==> src/design/mcmr_pkg.sv <==
package mcmr_pkg;

  // ---------------------------------------------------------------
  // Register map
  // ---------------------------------------------------------------
  localparam logic [7:0] MCMR_ADDR_CONV_SETUP = 8'h1a;
  localparam logic [7:0] MCMR_ADDR_MASK_FIRST = 8'h1d;
  localparam logic [7:0] MCMR_ADDR_MASK_SECOND = 8'h1e;
  localparam logic [7:0] MCMR_ADDR_TEMP_OFFSET = 8'h1f;

  // ---------------------------------------------------------------
  // Reset values
  // ---------------------------------------------------------------
  localparam logic [7:0] MCMR_RST_CONV_SETUP = 8'h08;
  localparam logic [7:0] MCMR_RST_MASK_FIRST = 8'h00;
  localparam logic [7:0] MCMR_RST_MASK_SECOND = 8'h00;
  localparam logic [7:0] MCMR_RST_TEMP_OFFSET = 8'h00;

  // ---------------------------------------------------------------
  // Field positions and second mask used width
  // ---------------------------------------------------------------
  localparam int MCMR_FAST_CONV_SEL_BIT = 0;
  localparam int MCMR_REFERENCE_SEL_BIT = 4;
  localparam int MCMR_MASK_SECOND_USED = 5;

  // ---------------------------------------------------------------
  // Timing: converter clock rates and divider counts at 100 MHz
  // ---------------------------------------------------------------
  localparam int MCMR_CLK_HZ = 100_000_000;
  localparam int MCMR_SLOW_CONV_HZ = 1_400;
  localparam int MCMR_FAST_CONV_HZ = 22_500;
  localparam int MCMR_SLOW_DIV = MCMR_CLK_HZ / MCMR_SLOW_CONV_HZ;
  localparam int MCMR_FAST_DIV = MCMR_CLK_HZ / MCMR_FAST_CONV_HZ;
  localparam int MCMR_DIV_W = 17;

  // Interrupt sources, one bit each
  typedef struct packed {
    logic supply;
    logic [3:0] ain_five_to_eight;
    logic [2:0] ain_two_to_four;
    logic ext_fault;
    logic ext_low;
    logic ext_high_or_ain_one;
    logic int_low;
    logic int_high;
  } mcmr_irq_src_s;

  // Host register write/read request
  typedef struct packed {
    logic wr;
    logic rd;
    logic [7:0] addr;
    logic [7:0] wdata;
  } mcmr_reg_req_s;

endpackage

==> src/design/mcmr_regs.sv <==
`timescale 1ns/1ps
module mcmr_regs
#(
  parameter int TEMP_W = 10,
  parameter int FRAC_W = 2
) (
  // Clock and reset
  input wire logic i_clk,
  input wire logic i_rst,
  // Host register access
  input wire mcmr_pkg::mcmr_reg_req_s i_req,
  output logic [7:0] o_rdata,
  output logic o_rvalid,
  // Interrupt sources and pin control
  input wire mcmr_pkg::mcmr_irq_src_s i_irq_src,
  input wire logic i_int_pin_disable,
  input wire logic i_int_pin_active_high,
  output logic o_int_pin,
  // Converter control
  output logic o_fast_conv_sel,
  output logic o_reference_sel,
  output logic o_diode_filter_bypass,
  output logic o_conv_clk_tick,
  // Internal temperature path
  input wire logic i_temp_valid,
  input wire logic [TEMP_W-1:0] i_temp_raw,
  output logic o_temp_valid,
  output logic [TEMP_W-1:0] o_temp_result
);
  import mcmr_pkg::*;

  // ---------------------------------------------------------------
  // Register storage
  // ---------------------------------------------------------------
  // Each register decodes its own address, so an unmapped write lands nowhere
  logic [7:0] conv_setup_q;
  logic [7:0] mask_first_q;
  logic [7:0] mask_second_q;
  logic [7:0] temp_offset_q;
  logic [7:0] rdata_q;
  logic [7:0] rdata_d;
  logic rvalid_q;
  logic rvalid_d;

  // Reserved bits are stored as written; host keeps them legal
  mcmr_reg8 #(
    .ADDR(MCMR_ADDR_CONV_SETUP),
    .RST(MCMR_RST_CONV_SETUP)
  ) conv_setup_inst (
    .i_clk(i_clk),
    .i_rst(i_rst),
    .i_req(i_req),
    .o_value(conv_setup_q)
  );

  mcmr_reg8 #(
    .ADDR(MCMR_ADDR_MASK_FIRST),
    .RST(MCMR_RST_MASK_FIRST)
  ) mask_first_inst (
    .i_clk(i_clk),
    .i_rst(i_rst),
    .i_req(i_req),
    .o_value(mask_first_q)
  );

  mcmr_reg8 #(
    .ADDR(MCMR_ADDR_MASK_SECOND),
    .RST(MCMR_RST_MASK_SECOND)
  ) mask_second_inst (
    .i_clk(i_clk),
    .i_rst(i_rst),
    .i_req(i_req),
    .o_value(mask_second_q)
  );

  mcmr_reg8 #(
    .ADDR(MCMR_ADDR_TEMP_OFFSET),
    .RST(MCMR_RST_TEMP_OFFSET)
  ) temp_offset_inst (
    .i_clk(i_clk),
    .i_rst(i_rst),
    .i_req(i_req),
    .o_value(temp_offset_q)
  );

  always_comb
  begin
    rvalid_d = i_req.rd;
    rdata_d = rdata_q;
    if (i_req.rd)
    begin
      case (i_req.addr)
        MCMR_ADDR_CONV_SETUP: rdata_d = conv_setup_q;
        MCMR_ADDR_MASK_FIRST: rdata_d = mask_first_q;
        MCMR_ADDR_MASK_SECOND: rdata_d = mask_second_q;
        MCMR_ADDR_TEMP_OFFSET: rdata_d = temp_offset_q;
        default: rdata_d = 8'h00;
      endcase
    end
  end

  always_ff @(posedge i_clk or posedge i_rst)
  begin
    if (i_rst)
    begin
      rdata_q <= 8'h00;
      rvalid_q <= 1'b0;
    end
    else
    begin
      rdata_q <= rdata_d;
      rvalid_q <= rvalid_d;
    end
  end

  assign o_rdata = rdata_q;
  assign o_rvalid = rvalid_q;

  // ---------------------------------------------------------------
  // Converter control and clock divider
  // ---------------------------------------------------------------
  // Divider keeps counting across a speed change, so the first tick after it may be short
  logic [MCMR_DIV_W-1:0] div_cnt_q;
  logic [MCMR_DIV_W-1:0] div_cnt_d;
  logic [MCMR_DIV_W-1:0] div_limit;
  logic tick_q;
  logic tick_d;
  logic fast_q;
  logic fast_d;
  logic ref_q;
  logic ref_d;
  logic bypass_q;
  logic bypass_d;

  always_comb
  begin
    fast_d = conv_setup_q[MCMR_FAST_CONV_SEL_BIT];
    ref_d = conv_setup_q[MCMR_REFERENCE_SEL_BIT];
    bypass_d = conv_setup_q[MCMR_FAST_CONV_SEL_BIT];
    div_limit = fast_q ? MCMR_DIV_W'(MCMR_FAST_DIV - 1)
                       : MCMR_DIV_W'(MCMR_SLOW_DIV - 1);
    tick_d = 1'b0;
    div_cnt_d = div_cnt_q + 1'b1;
    if (div_cnt_q >= div_limit)
    begin
      div_cnt_d = '0;
      tick_d = 1'b1;
    end
  end

  always_ff @(posedge i_clk or posedge i_rst)
  begin
    if (i_rst)
    begin
      div_cnt_q <= '0;
      tick_q <= 1'b0;
      fast_q <= 1'b0;
      ref_q <= 1'b0;
      bypass_q <= 1'b0;
    end
    else
    begin
      div_cnt_q <= div_cnt_d;
      tick_q <= tick_d;
      fast_q <= fast_d;
      ref_q <= ref_d;
      bypass_q <= bypass_d;
    end
  end

  assign o_fast_conv_sel = fast_q;
  assign o_reference_sel = ref_q;
  assign o_diode_filter_bypass = bypass_q;
  assign o_conv_clk_tick = tick_q;

  // ---------------------------------------------------------------
  // Interrupt gating
  // ---------------------------------------------------------------
  logic [12:0] src_flat;
  logic [12:0] mask_flat;
  logic int_pin_q, int_pin_d;
  logic any_irq;

  always_comb
  begin
    src_flat = i_irq_src;
    mask_flat[1:0] = mask_first_q[1:0];
    mask_flat[3:2] = mask_first_q[3:2];
    mask_flat[4] = mask_first_q[4];
    mask_flat[7:5] = mask_first_q[7:5];
    mask_flat[12:8] = mask_second_q[MCMR_MASK_SECOND_USED-1:0];
    any_irq = |(src_flat & ~mask_flat);
    // Disabled pin rests at its inactive level
    if (i_int_pin_disable)
      int_pin_d = ~i_int_pin_active_high;
    else
      int_pin_d = i_int_pin_active_high ? any_irq : ~any_irq;
  end

  always_ff @(posedge i_clk or posedge i_rst)
  begin
    if (i_rst)
      int_pin_q <= 1'b1;
    else
      int_pin_q <= int_pin_d;
  end

  assign o_int_pin = int_pin_q;

  // ---------------------------------------------------------------
  // Internal temperature offset
  // ---------------------------------------------------------------
  // Sum saturates rather than wrapping, so a large offset cannot flip sign
  localparam int SUM_W = TEMP_W + 1;
  logic signed [SUM_W-1:0] sum;
  logic signed [SUM_W-1:0] off_ext;
  logic [TEMP_W-1:0] temp_q, temp_d;
  logic tvalid_q, tvalid_d;

  always_comb
  begin
    off_ext = SUM_W'($signed({temp_offset_q, {FRAC_W{1'b0}}}));
    sum = SUM_W'($signed(i_temp_raw)) + off_ext;
    temp_d = temp_q;
    tvalid_d = i_temp_valid;
    if (i_temp_valid)
    begin
      if (sum[SUM_W-1] != sum[SUM_W-2])
        temp_d = sum[SUM_W-1] ? {1'b1, {(TEMP_W-1){1'b0}}} : {1'b0, {(TEMP_W-1){1'b1}}};
      else
        temp_d = sum[TEMP_W-1:0];
    end
  end

  always_ff @(posedge i_clk or posedge i_rst)
  begin
    if (i_rst)
    begin
      temp_q <= '0;
      tvalid_q <= 1'b0;
    end
    else
    begin
      temp_q <= temp_d;
      tvalid_q <= tvalid_d;
    end
  end

  assign o_temp_result = temp_q;
  assign o_temp_valid = tvalid_q;

endmodule // mcmr_regs

// ---------------------------------------------------------------
// One host register: own address decode and storage
// ---------------------------------------------------------------
module mcmr_reg8
#(
  parameter logic [7:0] ADDR = 8'h00,
  parameter logic [7:0] RST = 8'h00
) (
  // Clock and reset
  input wire logic i_clk,
  input wire logic i_rst,
  // Host write request
  input wire mcmr_pkg::mcmr_reg_req_s i_req,
  // Stored value
  output logic [7:0] o_value
);
  import mcmr_pkg::*;

  logic [7:0] value_q;
  logic [7:0] value_d;

  always_comb
  begin
    value_d = value_q;
    if (i_req.wr && i_req.addr == ADDR)
      value_d = i_req.wdata;
  end

  always_ff @(posedge i_clk or posedge i_rst)
  begin
    if (i_rst)
      value_q <= RST;
    else
      value_q <= value_d;
  end

  assign o_value = value_q;

endmodule // mcmr_reg8

==> config.mk <==
export PLATFORM = sky130hd
export DESIGN_NAME = mcmr_regs
export DESIGN_NICKNAME = d
export VERILOG_FILES = /design/src/design/mcmr_pkg.sv /design/src/design/mcmr_regs.sv
export SDC_FILE = /design/constraint.sdc
export NUM_CORES = 1
export LEC_CHECK = 0
export ABC_AREA = 1
export BUFFER_PORTS_ARGS = -buffer_cell sky130_fd_sc_hd__buf_4
export CAP_MARGIN = 40
export CORE_MARGIN = 2
export CORE_UTILIZATION = 50
export DETAILED_ROUTE_END_ITERATION = 16
export GPL_TIMING_DRIVEN = 0
export MAX_ROUTING_LAYER = met4
export PLACE_DENSITY = 0.81
export SETUP_SLACK_MARGIN = 0.15
export SLEW_MARGIN = 10
export SYNTH_ARGS = -nofsm -noshare
export SYNTH_HDL_FRONTEND = slang
export SYNTH_SLANG_ARGS = --single-unit
==> constraint.sdc <==
create_clock -name i_clk -period 3.15 [get_ports i_clk]
set_clock_uncertainty 0.1 [all_clocks]
set_input_delay 0.63 -clock i_clk [delete_from_list [all_inputs] [get_ports i_clk]]
set_output_delay 0.63 -clock i_clk [all_outputs]
set_load 0.02 [all_outputs]
==> results of run 1 <==
registers in the layout, indices dropped and copies added (netlist names):
signal	flops
o_temp_result	10
o_temp_valid	1
o_diode_filter_bypass	1
conv_setup_inst.o_value	8
mask_second_inst.o_value	8
div_cnt_q	17
temp_offset_inst.o_value	8
o_reference_sel	1
o_rvalid	1
o_conv_clk_tick	1
o_rdata	8
mask_first_inst.o_value	8
o_int_pin	1
per-layer routing:
metal,GRT usage,up-vias
met5,-,-
met4,0.0894,0
met3,0.0324,16
met2,0.383,128
met1,0.290,1719
li1,-,1801
final cells by class:
class                      instances  area, um^2  share of cell area
tap                              105         131              0.0263
multi-input combinational        356        1980               0.395
clock buffer                      16         170              0.0340
inverter                          70         265              0.0531
timing repair buffer              71         553               0.111
sequential                        73        1830               0.366
buffer                             9        72.6              0.0145
worst max-delay path by stage:
stage / startpoint / end / slack [ns]
4_1_cts: o_diode_filter_bypass / div_cnt_q[14] / 0.90
3_3_place_gp: i_rst / mask_second_inst.o_value[5] / -0.24
5_1_grt: o_diode_filter_bypass / div_cnt_q[11] / 0.79
3_5_place_dp: i_temp_raw[2] / o_temp_result[1] / 0.73
6_report: o_diode_filter_bypass / div_cnt_q[15] / 0.90
2_1_floorplan: i_rst / conv_setup_inst.o_value[0] / 0.57
report_power, final:
part / internal (mW) / total [mW] / switching, mW
Clock: 0.332 / 0.662 / 0.330
Sequential: 0.989 / 1.02 / 0.0340
Combinational: 0.151 / 0.352 / 0.201
layout by cell type, fill, tap and decap left out, types with 3 or more instances in the layout:
cell type / count
dfrtp_1: 71
nand3_1: 32
nand4_1: 11
nand2_2: 6
nor2_2: 14
a21oi_1: 10
buf_6: 3
xnor2_1: 5
nor2_1: 37
xor2_1: 10
buf_4: 74
o22ai_1: 6
o21ai_1: 7
nand2_1: 135
ha_1: 15
nor3_1: 4
o21ai_0: 24
clkbuf_8: 11
clkbuf_1: 6
inv_1: 66
o21ai_2: 19
inv_2: 3
nand3b_1: 4
worst reg2reg max path: stages, from the launching register on:
cell and delay, ns:
dfrtp_1 0.49, inv_1 0.14, ha_1 0.36, nand2_1 0.11
nor2_1 0.04, nor3_1 0.21, nor2_1 0.10, o21ai_2 0.18
nand4_4 0.17, buf_6 0.20, nor2_2 0.08
logic make-up (layout without fill, tap and decap cells):
group | Yosys count | in the layout | share of synthesized area
simple gates | 256 | 256 | 0.292
buf+inv | 79 | 166 | 0.0810
compound gates | 69 | 69 | 0.104
xor+xnor | 15 | 15 | 0.0317
fa+ha+maj | 16 | 16 | 0.0502
flops | 73 | 73 | 0.442
==> flow_metrics.env, run 1 <==
export IMPL_grt_pass1_vias=3495
export IMPL_tritoncts="done"
export IMPL_cts_sinks=73
export IMPL_cts_buffers=9
export IMPL_syn_to_final_growth_pct=20.7
export IMPL_slew_headroom=0.715
export IMPL_wl_met1_mm=4.09
export IMPL_design_area_mm2=0.00500
export IMPL_cp_max_fo=10
export IMPL_antenna_found_initial=0
export IMPL_tightest_slew_ns=0.425
export IMPL_fp_dieW_um=95.0
export IMPL_r2r_cells=10
export IMPL_finalCritPeriodShare=0.714
export IMPL_holdCritPathClass="input pin to asynchronous set/reset pin"
export IMPL_synth_avg_cell_area_um2=8.15
export IMPL_worst_slack_ns=0.902
export IMPL_route_met3_wl_um=535
export IMPL_placed_area_mm2=0.00483
export IMPL_setup_viol=0
export IMPL_syn_num_nets=570
export IMPL_cts_clk_slew_worst_paths_ns=0.08
export IMPL_synthTopCellsByCount="nand2_1 (135), dfrtp_1 (71), inv_1 (67), nor2_1 (37), nand3_1 (32)"
export IMPL_wl_per_cell_um=13.6
export IMPL_startpoint_type="flop"
export IMPL_cts_root_buf="clkbuf_8"
export IMPL_grt_pass1_wl_mm=15.8
export IMPL_maxUsedRoutingLayer="met4"
export IMPL_postCtsHoldBufs=0
export IMPL_antenna_cells=0
export IMPL_synth_area_leaders="dfrtp_1 (43%), nand2_1 (12%), inv_1 (6.1%)"
export IMPL_core_area_mm2=0.00813
export IMPL_ys_seq_area_frac=0.442
export IMPL_drc=0
export IMPL_status="complete, no violations"
export IMPL_end_kind="flop"
export IMPL_first_iter_violations=148
export IMPL_r2r_slack_ns=0.90
export IMPL_drt_pre_antenna_iters=5
export IMPL_grt_max_degree=66
export IMPL_slew_violations=0
export IMPL_crit_chain="inv_1, ha_1, nand2_1, nor2_1, nor3_1, nor2_1, o21ai_2, nand4_4, buf_6, nor2_2"
export IMPL_cp_slowest_cell="dfrtp_1"
export IMPL_whs_ns=0.0768
export IMPL_insertion_delay_ns=0.34
export IMPL_clock_path_buffers=2
export IMPL_timing_rr_end="div_cnt_q[15]"
export IMPL_critical_path_top_delay_family="simple AND/OR/NAND/NOR gates"
export IMPL_cts_max_level=3
export IMPL_numPortBuffers=70
export IMPL_wirelength_mm=9.49
export IMPL_peakVddDrop_mv=0.197
export IMPL_tns_ns=0
export IMPL_cp_depth=10
export IMPL_num_io_pins=71
export IMPL_start_util=0.509
export IMPL_synth_most_common_cell="nand2_1"
export IMPL_place_congestion=0.903
export IMPL_die_height_um=95.0
export IMPL_cts_resized=0
export IMPL_postCtsSetupRepairBufs=0
export IMPL_fin_crit_ns=2.25
export IMPL_globalRouteOverflowTotal=0
export IMPL_finish_utilization=0.615
export IMPL_async_reset_ff_frac=1.00
export IMPL_crit_arrival_ns=2.42
export IMPL_crit_top_cell="nor2_1"
export IMPL_ys_warn_count=0
export IMPL_synth_top_area_cell="dfrtp_1"
export IMPL_layout_drive_gt1_share=0.245
export IMPL_synthDistinctLibCells=38
export IMPL_required_ns=3.33
export IMPL_synth_edf_count=0
export IMPL_pre_cts_ws_ns=0.727
export IMPL_synthFlopType="dfrtp_1"
export IMPL_rows=33
export IMPL_yosysTopAreaCellShare=0.429
export IMPL_synthesis_area_mm2=0.00414
export IMPL_dpl_hpwl_mm=7.34
export IMPL_route_met2_wl_mm=4.68
export IMPL_clock_fmax_mhz=445
export IMPL_postRouteAntennaNets=0
export IMPL_synth_seq_cells=73
export IMPL_power_leakage_nw=2.57
export IMPL_synthCells=508
export IMPL_die_area_mm2=0.00903
export IMPL_place_inst=684
export IMPL_p_per_area_mw_per_mm2=407
export IMPL_vias=3664
export IMPL_rr_startpoint="o_diode_filter_bypass"
export IMPL_crit_buf_inv=2
export IMPL_power_total_mw=2.04
export IMPL_n_fill_cell=718
export IMPL_fin_cells=700
export IMPL_grt_use_total=0.232
export IMPL_worst_setup_path_type="flop to flop"
export IMPL_nNetsFinal=652
export IMPL_maxCapViolCount=0
export IMPL_vias_per_cell=5.23
export IMPL_hold_violations=0
export IMPL_rsz0062_at_grt="no"
export IMPL_slowest_delay_ns=0.49
No activity file was read; power rests on OpenSTA's default activity.
==> run 2: changes to the inputs <==
--- a/config.mk
+++ b/config.mk
@@ -13,7 +13,7 @@
 export DETAILED_ROUTE_END_ITERATION = 16
 export GPL_TIMING_DRIVEN = 0
 export MAX_ROUTING_LAYER = met4
-export PLACE_DENSITY = 0.81
+export PLACE_DENSITY = 0.84
 export SETUP_SLACK_MARGIN = 0.15
 export SLEW_MARGIN = 10
 export SYNTH_ARGS = -nofsm -noshare
==> constraint.sdc (replaced) <==
create_clock -name i_clk -period 1.9 [get_ports i_clk]
set_clock_uncertainty 0.1 [all_clocks]
set_input_delay 0.38 -clock i_clk [delete_from_list [all_inputs] [get_ports i_clk]]
set_output_delay 0.38 -clock i_clk [all_outputs]
set_load 0.02 [all_outputs]
==> flow_metrics.env, run 2 (synthesis results as in run 1) <==
export IMPL_layout_drive_gt1_share=0.339
export IMPL_grt_pass1_vias=3638
export IMPL_fin_crit_ns=1.95
export IMPL_placed_area_mm2=0.00491
export IMPL_clock_path_buffers=2
export IMPL_vias_per_cell=5.23
export IMPL_crit_chain="inv_4, ha_4, nand2_2, inv_2, nor3_2, nor2_1, o21ai_2, nand4_4, buf_8, nor2_2"
export IMPL_drt_pre_antenna_iters=6
export IMPL_slowest_delay_ns=0.49
export IMPL_failed_checks="setup timing"
export IMPL_largest_register_ffs=17
export IMPL_required_ns=2.08
export IMPL_seqCellArea_mm2=0.00183
export IMPL_mostFrequentLayoutCells="nand2_1 (127), buf_4 (77), dfrtp_1 (70)"
export IMPL_fp_dieW_um=95.0
export IMPL_num_io_pins=71
export IMPL_cp_slowest_cell="dfrtp_2"
export IMPL_end_kind="flop"
export IMPL_cts_max_level=3
export IMPL_design_area_mm2=0.00540
export IMPL_grt_max_degree=39
export IMPL_status="finished, violations left"
export IMPL_tritoncts="done"
export IMPL_p_comb_frac=0.205
export IMPL_clock_fmax_mhz=512
export IMPL_cts_sinks=73
export IMPL_globalRouteOverflowTotal=0
export IMPL_rows=33
export IMPL_place_inst=685
export IMPL_worst_slack_ns=-0.0521
export IMPL_cts_buffers=9
export IMPL_seq_power_share=0.493
export IMPL_power_leakage_nw=2.68
export IMPL_regMostFlops="div_cnt_q"
export IMPL_antenna_cells=0
export IMPL_wirelength_mm=10.1
export IMPL_n_fill_cell=632
export IMPL_numPortBuffers=70
export IMPL_intPower_mw=2.42
export IMPL_antenna_found_initial=0
export IMPL_insertion_delay_ns=0.35
export IMPL_holdCritPathClass="input pin to flop"
export IMPL_hold_violations=0
export IMPL_p_per_area_mw_per_mm2=638
export IMPL_clockPowerShare=0.302
export IMPL_setup_viol=21
export IMPL_cts_clk_slew_worst_paths_ns=0.08
export IMPL_drc=0
export IMPL_tightest_slew_ns=0.502
export IMPL_fin_cells=712
export IMPL_nNetsFinal=664
export IMPL_p_sw_mw=1.02
export IMPL_peakVddDrop_mv=0.301
export IMPL_rsz0062_at_grt="yes"
export IMPL_grt_use_total=0.242
export IMPL_die_area_mm2=0.00903
export IMPL_critical_path_top_delay_family="simple AND/OR/NAND/NOR gates"
export IMPL_worst_setup_path_type="flop to flop"
export IMPL_start_util=0.509
export IMPL_syn_to_final_growth_pct=30.3
export IMPL_vias=3722
export IMPL_slew_violations=0
export IMPL_maxCapViolCount=0
export IMPL_cts_root_buf="clkbuf_8"
export IMPL_grt_pass1_wl_mm=16.4
export IMPL_wl_per_cell_um=14.2
export IMPL_final_common_cell="nand2_1"
export IMPL_place_congestion=0.924
export IMPL_switching_share=0.297
export IMPL_pre_cts_ws_ns=-0.130
export IMPL_crit_arrival_ns=2.13
export IMPL_crit_buf_inv=3
export IMPL_dpl_hpwl_mm=7.46
export IMPL_slew_headroom=0.665
export IMPL_whs_ns=0.0888
export IMPL_first_iter_violations=158
export IMPL_core_area_mm2=0.00813
export IMPL_startpoint_type="flop"
export IMPL_multi_input_area_mm2=0.00226
export IMPL_postRouteAntennaNets=0
export IMPL_finish_utilization=0.663
export IMPL_finalCritPeriodShare=1.03
export IMPL_r2r_slack_ns=-0.05
export IMPL_cp_max_fo=10
export IMPL_die_height_um=95.0
-- run 2: cell types whose count changed in the layout (fill, tap and decap cells not counted), moves of 5 or more --
cell | previous run | this run
a21oi_1 | 10 | 4
nor2_1 | 37 | 29
a21oi_2 | 0 | 6
nand3_1 | 32 | 25
ha_4 | 0 | 8
ha_1 | 15 | 5
nand2_4 | 2 | 7
nand2_1 | 135 | 127
nor2_4 | 1 | 8
nand3_2 | 2 | 9
-- run 2: path summary, 6_finish.rpt --
check	from	to	cells after the start
worst min-delay path	i_temp_valid	o_temp_valid	1
worst max-delay path	o_diode_filter_bypass	div_cnt_q[14]	10
worst min register to register	conv_setup_inst.o_value[4]	o_reference_sel	0
min in group asynchronous	i_rst	o_reference_sel	3
worst max register to register	o_diode_filter_bypass	div_cnt_q[14]	10
max in group asynchronous	i_rst	o_diode_filter_bypass	5
-- run 2: area by class of cell --
| type | count | area share |
|---|---|---|
| Multi-Input combinational cell | 357 | 0.419 |
| Buffer | 9 | 0.0141 |
| Clock buffer | 12 | 0.0250 |
| Tap cell | 105 | 0.0244 |
| Timing Repair Buffer | 82 | 0.125 |
| Sequential cell | 73 | 0.339 |
| Clock inverter | 4 | 0.00371 |
| Inverter | 70 | 0.0499 |
-- run 2: what timing repair did --
| action | in CTS | in global routing |
|---|---|---|
| gates cloned | 1 | 0 |
| pin swaps | 9 | 17 |
| hold buffers | 1 | 0 |
| buffers inserted | 6 | 3 |
| endpoints found under the setup margin | 27 | 28 |
| resized for setup | 19 | 32 |
| endpoints found under the hold margin | 24 | 0 |
-- run 2: per-stage QoR --
stage / setup TNS, ns / power [mW]
final: -0.484 / 3.44
after global routing: -3.31 / 3.60
after CTS: -0.00388 / 3.40
after detailed placement: -1.77 / 2.34
after global placement: -0.384 / 2.31
after floorplan: 0 / 2.08
-- run 2: power groups by stage --
stage,registers [mW],logic [mW],clock network [mW]
after global placement,1.72,0.584,0
after global routing,1.71,0.780,1.11
after floorplan,1.77,0.315,0
after detailed placement,1.73,0.614,0
after CTS,1.70,0.673,1.03
final,1.70,0.706,1.04
-- run 2: worst register-to-register path, stage by stage, from the launching register on --
cell     delay, ns
dfrtp_2       0.49
inv_4         0.13
ha_4          0.22
nand2_2       0.06
inv_2         0.03
nor3_2        0.15
nor2_1        0.07
o21ai_2       0.18
nand4_4       0.17
buf_8         0.20
nor2_2        0.09
-- run 2: routing by layer --
metal | global-route usage | up-vias | wire [um]
met1 | 0.286 | 1738 | 4160
li1 | - | 1817 | -
met4 | 0.0894 | 0 | 180
met2 | 0.410 | 148 | 5180
met5 | - | - | 0
met3 | 0.0498 | 19 | 587
